--- src/rtl/spc_pkg.sv ---
// Package: constants, modes and key and status structs of the single preset counter
package spc_pkg;

  localparam int CLK_HZ = 100_000_000;
  localparam int CNT_W  = 20;
  localparam int DUR_W  = 14;
  localparam int CW     = 24;

  // Timed output unit 10 ms, default 0.1 s
  localparam int TICK_MS        = 10;
  localparam int TICK_CYC       = (CLK_HZ / 1000) * TICK_MS;
  localparam logic [DUR_W-1:0] DUR_MIN     = 14'h0001;
  localparam logic [DUR_W-1:0] DUR_MAX     = 14'h270f;
  localparam logic [DUR_W-1:0] DUR_DEFAULT = 14'h000a;
  localparam logic [CNT_W-1:0] PRESET_DEFAULT = 20'h001f4;

  // Remote clear must act within 10 ms; filter is 1 ms
  localparam int CLR_MS      = 10;
  localparam int FILT_US     = 1000;
  localparam int FILT_CYC    = (CLK_HZ / 1_000_000) * FILT_US;
  // Pulse input max rate 50 Hz: 2 ms debounce is well inside a half period
  localparam int DEB_US      = 2000;
  localparam int DEB_CYC     = (CLK_HZ / 1_000_000) * DEB_US;

  typedef enum logic [3:0] {
    SPC_MODE_UP_AUTO_AFTER  = 4'h6,
    SPC_MODE_DN_LATCH       = 4'h8,
    SPC_MODE_DN_TIMED_MAN   = 4'h9,
    SPC_MODE_DN_AUTO_AT     = 4'hc,
    SPC_MODE_DN_AUTO_AFTER  = 4'he
  } spc_mode_t;

  typedef struct packed {
    logic            load_preset;
    logic            load_dur;
    logic            out_test;
    logic            ack_fault;
    logic [CNT_W-1:0] preset;
    logic [DUR_W-1:0] dur;
  } spc_keys_t;

  typedef struct packed {
    logic [CNT_W-1:0] count;
    logic             out;
    logic             fault;
    logic             locked;
  } spc_stat_t;

endpackage

--- src/rtl/spc_filter.sv ---
// Two-flop synchroniser with a stable-level filter and fall detect
`timescale 1ns/1ps
`default_nettype none
module spc_filter #(
  parameter int STABLE = 1000,
  parameter bit INIT   = 1'b1
) (
  input  wire logic mclk,
  input  wire logic rst,
  input  wire logic din,
  output logic      level,
  output logic      fall
);

  localparam int CW = $clog2(STABLE + 1);

  typedef struct packed {
    logic          s1;
    logic          s2;
    logic          lvl;
    logic          fall;
    logic [CW-1:0] cnt;
  } spc_filt_st_t;

  spc_filt_st_t st_reg;
  spc_filt_st_t st_next;

  always_comb begin
    st_next      = st_reg;
    st_next.s1   = din;
    st_next.s2   = st_reg.s1;
    st_next.fall = 1'b0;
    if (st_reg.s2 == st_reg.lvl) begin
      st_next.cnt = '0;
    end else if (st_reg.cnt == CW'(STABLE - 1)) begin
      // Level accepted only after it held steady, so contact bounce is ignored
      st_next.cnt  = '0;
      st_next.lvl  = st_reg.s2;
      st_next.fall = ~st_reg.s2;
    end else begin
      st_next.cnt = st_reg.cnt + CW'(1);
    end
  end

  always_ff @(posedge mclk or posedge rst) begin
    if (rst) begin
      st_reg <= '{s1: INIT, s2: INIT, lvl: INIT, fall: 1'b0, cnt: '0};
    end else begin
      st_reg <= st_next;
    end
  end

  assign level = st_reg.lvl;
  assign fall  = st_reg.fall;

endmodule
`default_nettype wire

--- src/rtl/spc_counter.sv ---
// Single preset event counter: modes, timed output, remote clear, program lock
`timescale 1ns/1ps
`default_nettype none
module spc_counter #(
  parameter int DEB_CYC  = spc_pkg::DEB_CYC,
  parameter int FILT_CYC = spc_pkg::FILT_CYC,
  parameter int TICK_CYC = spc_pkg::TICK_CYC
) (
  input  wire logic              mclk,
  input  wire logic              rst,
  input  wire logic              pulse_input,
  input  wire logic              remote_clear_input,
  input  wire logic              program_lock_input,
  input  wire logic [3:0]        mode_sel,
  input  wire logic              store_ok,
  input  wire logic              store_done,
  input  wire logic [3:0]        dp_sel,
  input  wire logic              dp_load,
  input  wire spc_pkg::spc_keys_t keys,
  output logic                   out_on,
  output spc_pkg::spc_stat_t     status,
  output logic [spc_pkg::CNT_W-1:0] preset_val,
  output logic [spc_pkg::DUR_W-1:0] dur_val,
  output logic [3:0]             dp_val,
  output logic                   mode_bad
);

  localparam int TW = $clog2(TICK_CYC + 1);

  ////////////////////////////////////////////////////////////////////////////
  // Inputs

  logic cnt_lvl;
  logic cnt_fall;
  logic clr_lvl;
  logic lock_lvl;

  spc_filter #(.STABLE(DEB_CYC), .INIT(1'b1)) u_cnt (
    .mclk  (mclk),
    .rst   (rst),
    .din   (pulse_input),
    .level (cnt_lvl),
    .fall  (cnt_fall)
  );

  spc_filter #(.STABLE(FILT_CYC), .INIT(1'b1)) u_clr (
    .mclk  (mclk),
    .rst   (rst),
    .din   (remote_clear_input),
    .level (clr_lvl),
    .fall  ()
  );

  // Lock pin reads as open at reset, so a fresh part is not shown locked before the filter settles
  spc_filter #(.STABLE(FILT_CYC), .INIT(1'b1)) u_lock (
    .mclk  (mclk),
    .rst   (rst),
    .din   (program_lock_input),
    .level (lock_lvl),
    .fall  ()
  );

  ////////////////////////////////////////////////////////////////////////////
  // State

  typedef struct packed {
    logic [spc_pkg::CNT_W-1:0] count;
    logic [spc_pkg::CNT_W-1:0] preset;
    logic [spc_pkg::DUR_W-1:0] dur;
    logic [spc_pkg::DUR_W-1:0] ticks;
    logic [TW-1:0]             sub;
    logic [3:0]                dp;
    logic [3:0]                mode;
    logic                      timing;
    logic                      latched;
    logic                      test;
    logic                      fault;
    logic                      checked;
    logic                      wait_end;
  } spc_st_t;

  spc_st_t st_reg;
  spc_st_t st_next;

  function automatic logic is_down(input logic [3:0] m);
    is_down = m[3];
  endfunction

  function automatic logic [spc_pkg::CNT_W-1:0] start_val(input logic [3:0] m,
                                                         input logic [spc_pkg::CNT_W-1:0] p);
    start_val = is_down(m) ? p : '0;
  endfunction

  function automatic logic mode_legal(input logic [3:0] m);
    mode_legal = (m == spc_pkg::SPC_MODE_UP_AUTO_AFTER) || (m == spc_pkg::SPC_MODE_DN_LATCH) ||
                 (m == spc_pkg::SPC_MODE_DN_TIMED_MAN) || (m == spc_pkg::SPC_MODE_DN_AUTO_AT) ||
                 (m == spc_pkg::SPC_MODE_DN_AUTO_AFTER);
  endfunction

  ////////////////////////////////////////////////////////////////////////////
  // Next state

  logic                      hit;
  logic [spc_pkg::CNT_W-1:0] stepped;
  logic                      unlocked;

  always_comb begin
    st_next  = st_reg;
    unlocked = lock_lvl;
    // Mode switches only sampled while clear is low, to avoid mid-cycle jumps; reset loads mode 6
    if (!clr_lvl && mode_legal(mode_sel)) begin
      st_next.mode = mode_sel;
    end

    // Setup edits, refused while locked
    if (unlocked && keys.load_preset) begin
      st_next.preset = keys.preset;
    end
    if (unlocked && keys.load_dur && keys.dur >= spc_pkg::DUR_MIN && keys.dur <= spc_pkg::DUR_MAX) begin
      st_next.dur = keys.dur;
    end
    if (unlocked && dp_load) begin
      st_next.dp = dp_sel;
    end
    st_next.test = keys.out_test & unlocked;

    // Power-up data check; fault only clears on enter
    if (!st_reg.checked && store_done) begin
      st_next.checked = 1'b1;
      st_next.fault   = ~store_ok;
    end else if (keys.ack_fault) begin
      st_next.fault = 1'b0;
    end

    // Duration timer in 10 ms ticks
    if (st_reg.timing) begin
      if (st_reg.sub == TW'(TICK_CYC - 1)) begin
        st_next.sub   = '0;
        st_next.ticks = st_reg.ticks + spc_pkg::DUR_W'(1);
        if (st_next.ticks >= st_reg.dur) begin
          st_next.timing = 1'b0;
        end
      end else begin
        st_next.sub = st_reg.sub + TW'(1);
      end
    end

    // Counting; the reload after a timed output keeps a count arriving in the same cycle
    stepped = is_down(st_reg.mode) ? st_reg.count - spc_pkg::CNT_W'(1) : st_reg.count + spc_pkg::CNT_W'(1);
    hit     = is_down(st_reg.mode) ? (stepped == '0) : (stepped == st_reg.preset);
    if (cnt_fall) begin
      st_next.count = stepped;
      if (hit && !st_reg.wait_end) begin
        unique case (st_reg.mode)
          spc_pkg::SPC_MODE_DN_LATCH: begin
            st_next.latched = 1'b1;
          end
          spc_pkg::SPC_MODE_DN_AUTO_AT: begin
            st_next.timing = 1'b1;
            st_next.ticks  = '0;
            st_next.sub    = '0;
            st_next.count  = st_reg.preset;
          end
          spc_pkg::SPC_MODE_UP_AUTO_AFTER, spc_pkg::SPC_MODE_DN_AUTO_AFTER: begin
            st_next.timing   = 1'b1;
            st_next.ticks    = '0;
            st_next.sub      = '0;
            st_next.wait_end = 1'b1;
          end
          default: begin
            st_next.timing = 1'b1;
            st_next.ticks  = '0;
            st_next.sub    = '0;
          end
        endcase
      end
    end

    // Auto reload once the timed output ends; counts since the hit are dropped
    if (st_reg.wait_end && !st_next.timing) begin
      st_next.wait_end = 1'b0;
      // Counts taken while timing are dropped; one landing on this very edge is kept
      st_next.count    = start_val(st_reg.mode, st_reg.preset);
      if (cnt_fall) begin
        st_next.count = is_down(st_reg.mode) ? st_reg.preset - spc_pkg::CNT_W'(1) : spc_pkg::CNT_W'(1);
      end
    end

    // Manual reset overrides counting and timed or latched output (not the output test) and holds while low
    if (!clr_lvl) begin
      st_next.count    = start_val(st_next.mode, st_next.preset);
      st_next.timing   = 1'b0;
      st_next.ticks    = '0;
      st_next.sub      = '0;
      st_next.latched  = 1'b0;
      st_next.wait_end = 1'b0;
    end
  end

  always_ff @(posedge mclk or posedge rst) begin
    if (rst) begin
      st_reg <= '{count: '0, preset: spc_pkg::PRESET_DEFAULT, dur: spc_pkg::DUR_DEFAULT,
                  ticks: '0, sub: '0, dp: 4'h0, mode: spc_pkg::SPC_MODE_UP_AUTO_AFTER,
                  timing: 1'b0, latched: 1'b0, test: 1'b0, fault: 1'b0, checked: 1'b0,
                  wait_end: 1'b0};
    end else begin
      st_reg <= st_next;
    end
  end

  ////////////////////////////////////////////////////////////////////////////
  // Outputs

  assign out_on         = st_reg.timing | st_reg.latched | st_reg.test;
  assign status.count   = st_reg.count;
  assign status.out     = st_reg.timing | st_reg.latched;
  assign status.fault   = st_reg.fault;
  assign status.locked  = ~lock_lvl;
  assign preset_val     = st_reg.preset;
  assign dur_val        = st_reg.dur;
  assign dp_val         = st_reg.dp;
  assign mode_bad       = ~mode_legal(mode_sel);

endmodule
`default_nettype wire

--- config.mk ---
export PLATFORM = sky130hd
export DESIGN_NAME = spc_counter
export DESIGN_NICKNAME = d
export VERILOG_FILES = /design/src/rtl/spc_pkg.sv /design/src/rtl/spc_filter.sv /design/src/rtl/spc_counter.sv
export SDC_FILE = /design/constraint.sdc
export NUM_CORES = 1
export LEC_CHECK = 0
export BUFFER_PORTS_ARGS = -buffer_cell sky130_fd_sc_hd__buf_4
export CORE_UTILIZATION = 30
export CTS_BUF_LIST = sky130_fd_sc_hd__clkbuf_4
export DETAILED_ROUTE_END_ITERATION = 16
export GPL_TIMING_DRIVEN = 0
export PLACE_DENSITY = 0.54
export SYNTH_ARGS = -nofsm -noshare
export SYNTH_HDL_FRONTEND = slang
export SYNTH_SLANG_ARGS = --single-unit
--- constraint.sdc ---
create_clock -name mclk -period 11 [get_ports mclk]
set_input_delay 2.2 -clock mclk [delete_from_list [all_inputs] [get_ports mclk]]
set_output_delay 2.2 -clock mclk [all_outputs]
set_load 0.005 [all_outputs]
==> metrics.md, run 1 <==
| Metric | Value |
|---|---|
| Clock Skew | 0.0256 ns |
| # hold bufs at CTS | 0 |
| Detail Placement HPWL | 25.1 mm |
| Initial antenna violation count | 2 |
| Tot GR Track Use | 0.175 |
| Critical Path AT | 6.35 ns |
| Total Wirelength | 32.4 mm |
| Slew @ Worst Pin | 1.22 ns |
| Final setup viols | 0 |
| Worst setup startpoint | st_reg[9] |
| Main synth FF type | dfrtp_1 |
| Starting density of the core | 0.305 |
| Mapped Nets | 1,335 |
| Placement-stage worst setup slack | 5.25 ns |
| Root buffer cell | clkbuf_4 |
| Fin area | 0.0130 mm^2 |
| Layout net count | 1,472 |
| Num ports | 117 |
| Cells after Synth | 1,241 |
| Slew margin rel. | 0.179 |
| Die X | 195 um |
| Worst R2R Start | st_reg[9] |
| Post-CTS Setup Repair Bufs | 0 |
| Max capacitance violation total | 0 |
| Count of input and output buffers | 116 |
| First-pass GRT wire length | 52.1 mm |
| Cell Pwr Density | 92.7 mW/mm^2 |
| Placed Cells | 1,827 |
| Total grt overflow | 0 |
| First drt pass iteration count | 5 |
| DP Area | 0.0127 mm^2 |
| GP Congestion | 0.924 |
| Post-CTS resize count | 0 |
| LEAKAGE | 5.78 nW |
| Worst skew pair latency | 0.61 ns |
| Yosys cell types | 90 |
| Status | complete, no violations |
| Total power | 1.20 mW |
| Total core area | 0.0366 mm^2 |
| Fin crit share | 0.537 |
| Row count | 70 |
| Hold Path Origin | u_clr.st_next[19] |
| Drt wl/cell | 17.4 um |
| CP endpoint kind | flop |
| Die footprint | 0.0380 mm^2 |
| RSZ-0062 raised after global routing | false |
| Post-synth ARST share | 1.00 |
| Final count of pins violating max slew | 0 |
| Num CTS Buffers | 17 |
| Clk buf depth | 2 |
| CTS tree | done |
| EDFF count, synth | 0 |
| Height of the die | 195 um |
| Ratio of cells with drive above 1 in the final layout | 0.229 |
| Largest register FFs | 43 |
| HP Class | flop to flop |
| Drc violations | 0 |
| 1st-iter DRT viols | 616 |
| Avg Cell Area, Syn | 8.99 um^2 |
| Pin count of the biggest net entering global routing | 93 |
| Worst setup SP type | flop |
| H-tree depth | 4 |
| Via/cell ratio | 5.10 |
| Final min period | 5.90 ns |
| Layout Cells excl Fill | 1,861 |
| Final number of hold-violating endpoints | 0 |
| Worst EP required | 11.45 ns |
| Clock Sink Count | 164 |
| Vias in the first global route | 9,469 |
| TNS Setup | 0 ns |
| PnR worst setup slack | 5.10 ns |
| Clk pin slew, worst setup/hold paths | 0.15 ns |
| VDD IR-drop max | 0.000107 V |
| Number of antenna-violating nets in the routed design | 0 |
| Max Fclk | 169 MHz |
| Sequential area share after synthesis | 0.370 |
| YS warnings | 0 |
| Crit Path Max Fanout | 20 |
| Syn-to-layout area delta | 16.1% |
| Cell area after synthesis | 0.0112 mm^2 |
| Worst setup path category | flop to flop |
| Count of state elements after synthesis | 164 |
| Vias | 9,491 |
-- stage by stage --
| step | utilization | hold slack [ns] |
|---|---|---|
| floorplan | - | 0.345 |
| global placement | 0.345 | 0.346 |
| detailed placement | 0.346 | 0.350 |
| CTS | 0.354 | 0.359 |
| global route | 0.354 | 0.365 |
| finish | 0.354 | 0.358 |
-- routing by layer --
layer | share of wire | wire [um] | global-route usage
met1 | 0.47 | 15200 | 0.236
met4 | 0.021 | 678 | 0.0569
met3 | 0.043 | 1380 | 0.0311
met5 | 0 | 0 | 0
met2 | 0.47 | 15200 | 0.283
-- logic make-up (layout without fill, tap and decap cells) --
family / count (synthesis) / after routing / share of synthesized area
and+or+nand+nor: 488 / 488 / 0.224
AOI/OAI and AO/OA: 229 / 229 / 0.144
DFF: 164 / 164 / 0.370
buffers and inverters: 155 / 305 / 0.0764
xor gates and xnor gates: 131 / 131 / 0.107
adders and majority gates: 40 / 40 / 0.0455
muxes: 34 / 34 / 0.0338
other: 0 / 2 / 0
-- cell type report --
class                      count  area, um^2
fill                        3860       23700
antenna                        2        5.00
multi-input combinational    922        6180
tap                          468         586
timing repair buffer         118         910
sequential                   164        4130
buffer                       110         683
clock buffer                  20         150
inverter                      45         176
clock inverter                12         144
-- worst paths after layout --
path	end	slack (ns)	cells after the start
min in group asynchronous	dp_val[3]	1.63	2
min reg2reg	u_clr.st_reg[19]	0.36	0
max	status[11]	5.10	13
max reg2reg	status[11]	5.10	13
max in group asynchronous	st_reg[26]	8.54	3
min	u_clr.st_reg[19]	0.36	0
-- synth_stat cells (all sizes together), types with 5 or more instances --
cell,n,share of area
or4,7,0.0054
and3,23,0.013
xnor2,58,0.046
a21oi,45,0.022
mux2i,5,0.0045
nor2,142,0.053
nor4,13,0.0073
o21a,8,0.0054
a211oi,17,0.012
dfstp,19,0.045
nand2,114,0.038
xor2,70,0.055
and2,14,0.0081
and4,7,0.0055
a22oi,19,0.013
o31ai,16,0.011
nand2b,11,0.0062
nor2b,5,0.0035
o211ai,9,0.0061
a21o,7,0.0047
dfrtp,145,0.33
clkbuf,41,0.014
mux2,29,0.029
inv,45,0.015
buf,69,0.047
a2111oi,5,0.0039
o211a,5,0.0045
o21ai,46,0.021
or3,9,0.0055
a31oi,9,0.0056
nand3b,5,0.0034
nor3,34,0.017
ha,39,0.044
or2,6,0.0034
nand3,53,0.024
nor4b,8,0.0063
nand4,27,0.015
-- layout by cell type, fill, tap and decap left out, types with 9 or more instances in the layout --
cell type,n
a211oi_1,16
nor2_1,117
nor4_1,13
nor3_1,30
nand3_1,53
xor2_1,70
o211ai_1,9
inv_1,44
clkbuf_4,20
nor2_2,25
xnor2_1,58
clkbuf_1,40
dfrtp_1,145
a21oi_1,42
buf_4,175
nand2_1,114
dfstp_2,19
and3_1,22
mux2_2,29
and2_1,12
a22oi_1,19
o31ai_1,16
o21ai_0,44
ha_1,39
nand2b_1,11
nand4_1,27
-- critical path, cell delays in order (launching register included) --
cell	delay [ns]
dfrtp_1	0.97
clkbuf_1	0.47
inv_1	0.23
fa_1	0.55
nor2b_4	0.21
o2111ai_2	0.29
a211oi_1	0.43
o21ai_0	0.24
a2111oi_0	0.80
nand4_1	0.17
and4bb_2	0.51
buf_2	0.34
a211oi_1	0.12
o31ai_1	0.41
-- power breakdown --
| group | internal, mW | leakage, nW | switching (mW) |
|---|---|---|---|
| logic | 0.0703 | 3.46 | 0.121 |
| clock network | 0.148 | 0.162 | 0.241 |
| registers | 0.611 | 2.16 | 0.00976 |
Power figures use the tool's default switching activity.
==> run 2, diff against run 1 <==
PLACE_DENSITY = 0.56   (was 0.54)
clock period = 4.9 ns   (was 11 ns; I/O delays follow)
==> run 2 against run 1 <==
Worst setup slack lost 4.8 ns. Die area is the same. Worst hold slack gained 0.0020 ns. Sequential power grew 130%. Highest routed layer unchanged. Sequential share of layout area shrank 0.17 points. Power grew 120%. First-iteration DRC count grew 2.3%.
==> metrics.md, run 2 (synthesis gave the netlist of run 1 again) <==
| Metric | Value |
|---|---|
| Status | complete, no violations (unchanged) |
| CP peak stage delay | 0.70 ns (was 0.97 ns) |
| Worst setup SP type | flop (unchanged) |
| First-pass GRT wire length | 51.1 mm (was 52.1 mm) |
| Final setup viols | 0 (unchanged) |
| HP Class | flop to flop (unchanged) |
| Vias in the first global route | 9,365 (was 9,469) |
| First drt pass iteration count | 5 (unchanged) |
| Height of the die | 195 um (unchanged) |
| Cell Pwr Density | 203 mW/mm^2 (was 92.7 mW/mm^2) |
| Worst EP required | 5.36 ns (was 11.45 ns) |
| VDD IR-drop max | 0.000139 V (was 0.000107 V) |
| Commonest non-fill, non-tap cell in the layout | buf_4 (unchanged) |
| # hold bufs at CTS | 0 (unchanged) |
| Via/cell ratio | 5.12 (was 5.10) |
| Tot GR Track Use | 0.170 (was 0.175) |
| Layout filler cell count | 3,817 (was 3,860) |
| Clock Skew | 0.0351 ns (was 0.0256 ns) |
| Total grt overflow | 0 (unchanged) |
| Detail Placement HPWL | 24.8 mm (was 25.1 mm) |
| CP endpoint kind | flop (unchanged) |
| Vias | 9,547 (was 9,491) |
| Row count | 70 (unchanged) |
| Num ports | 117 (unchanged) |
| Crit-path cells | inv_1 > fa_1 > nor2b_4 > o2111ai_2 > a2111oi_2 > o31ai_1 > a221o_1 > nor3b_1 > and4bb_2 > buf_2 > a211oi_1 > o31ai_2 (was clkbuf_1 > inv_1 > fa_1 > nor2b_4 > o2111ai_2 > a211oi_1 > o21ai_0 > a2111oi_0 > nand4_1 > and4bb_2 > buf_2 > a211oi_1 > o31ai_1) |
| Clk pin slew, worst setup/hold paths | 0.15 ns (about the same) |
| Post-CTS Setup Repair Bufs | 0 (unchanged) |
| LEAKAGE | 5.80 nW (was 5.78 nW) |
| Die footprint | 0.0380 mm^2 (unchanged) |
| Total Wirelength | 31.7 mm (was 32.4 mm) |
| H-tree depth | 4 (unchanged) |
| Clock Sink Count | 164 (unchanged) |
| CTS tree | done (unchanged) |
| 1st-iter DRT viols | 630 (was 616) |
| Worst setup path category | flop to flop (unchanged) |
| Worst skew pair latency | 0.59 ns (was 0.61 ns) |
| Count of input and output buffers | 116 (unchanged) |
| Number of antenna-violating nets in the routed design | 0 (unchanged) |
| Slew @ Worst Pin | 1.24 ns (was 1.22 ns) |
| Drc violations | 0 (unchanged) |
| RSZ-0062 raised after global routing | false (unchanged) |
| Starting density of the core | 0.305 (unchanged) |
| Num CTS Buffers | 17 (unchanged) |
| Final min period | 4.61 ns (was 5.90 ns) |
| Initial antenna violation count | 3 (was 2) |
| Max capacitance violation total | 0 (unchanged) |
| Pin count of the biggest net entering global routing | 40 (was 93) |
| Syn-to-layout area delta | 16.9% (was 16.1%) |
| Crit Path Max Fanout | 29 (was 20) |
| Largest register FFs | 43 (unchanged) |
| Root buffer cell | clkbuf_4 (unchanged) |
| GP Congestion | 0.958 (was 0.924) |
| Total core area | 0.0366 mm^2 (unchanged) |
| Placed Cells | 1,831 (was 1,827) |
| TNS Setup | 0 ns (unchanged) |
| Drt wl/cell | 17.0 um (was 17.4 um) |
| Fin crit share | 0.940 (was 0.537) |
| Die X | 195 um (unchanged) |
| Ratio of cells with drive above 1 in the final layout | 0.238 (was 0.229) |
| Layout net count | 1,475 (was 1,472) |
| Layout Cells excl Fill | 1,865 (was 1,861) |
| Max Fclk | 217 MHz (was 169 MHz) |
| Final count of pins violating max slew | 0 (unchanged) |
| Critical Path AT | 5.07 ns (was 6.35 ns) |
| Final number of hold-violating endpoints | 0 (unchanged) |
| Commonest cells after routing, fill and taps aside | buf_4, dfrtp_1, nor2_1, nand2_1, xor2_1 (unchanged) |
| CP max-delay cell | dfrtp_4 (was dfrtp_1) |
| Clk buf depth | 2 (unchanged) |
| Slew margin rel. | 0.163 (was 0.179) |
==> run 2: cell count changes in the layout (fill, tap and decap cells not counted), sizes merged, moves of 2 or more <==
cell      change
buf           +4
clkbuf        -3
inv           +2
clkinv        -2
clkinvlp      +3
==> run 2: metal layers <==
| metal | global-route usage | part of all wire | routed length, um | up-vias |
|---|---|---|---|---|
| met2 | 0.274 | 0.46 | 14600 | 271 |
| li1 | - | - | - | 4631 |
| met4 | 0.0621 | 0.030 | 947 | 0 |
| met1 | 0.224 | 0.46 | 14500 | 4590 |
| met5 | 0 | 0 | 0 | - |
| met3 | 0.0364 | 0.053 | 1680 | 55 |
==> run 2: worst max-delay path, delay by kind of cell (launching register included) <==
| kind | cells | cell delay [ns] |
|---|---|---|
| adder cells (fa/ha/maj) | 1 | 0.52 |
| AND/OR/NAND/NOR | 3 | 0.95 |
| flip-flops | 1 | 0.70 |
| AO/OA/AOI/OAI | 6 | 1.78 |
| buffers and inverters | 2 | 0.55 |
==> run 2: final cells by class <==
| cell class | instances | area, um^2 | share of cell area |
|---|---|---|---|
| inverters | 45 | 173 | 0.0132 |
| flip-flops and latches | 164 | 4130 | 0.317 |
| clock buffers | 18 | 135 | 0.0104 |
| repair buffers | 122 | 982 | 0.0753 |
| clock inverters | 14 | 138 | 0.0106 |
| well taps | 468 | 586 | 0.0449 |
| multi-input cells | 922 | 6210 | 0.476 |
| plain buffers | 109 | 682 | 0.0523 |
| diodes | 3 | 7.51 | 0.000576 |
==> run 2: through the flow <==
stage	instance area, um^2	utilization	total power [mW]	hold WS, ns	setup slack (ns)
5_1_grt	13000	0.356	2.79	0.340	0.0118
3_3_place_gp	12600	0.345	1.83	0.346	-0.685
4_1_cts	13000	0.355	2.68	0.336	0.0832
3_5_place_dp	12700	0.348	1.84	0.347	-0.680
2_1_floorplan	11200	-	1.70	0.345	0.710
6_report	13000	0.356	2.65	0.360	0.293
==> run 2: worst paths after layout <==
kind,start,slack [ns],end,cells after the start
min reg2reg,u_lock.st_next[19],0.36,u_lock.st_reg[19],0
min in group asynchronous,rst,0.37,dp_val[0],2
max reg2reg,st_reg[9],0.29,status[11],12
max in group asynchronous,rst,3.28,preset_val[8],6
min,u_lock.st_next[19],0.36,u_lock.st_reg[19],0
max,st_reg[9],0.29,status[11],12
==> run 2: timing repair <==
item / 4_1_cts / 5_1_grt
gates resized for setup: 3 / 11
cloned: 0 / 0
hold endpoints to repair: 0 / 0
endpoints found under the setup margin: 56 / 41
==> run 2: power breakdown <==
part | switching, mW | internal, mW
Combinational | 0.267 | 0.164
Sequential | 0.0256 | 1.37
Clock | 0.550 | 0.272
Total | 0.842 | 1.81
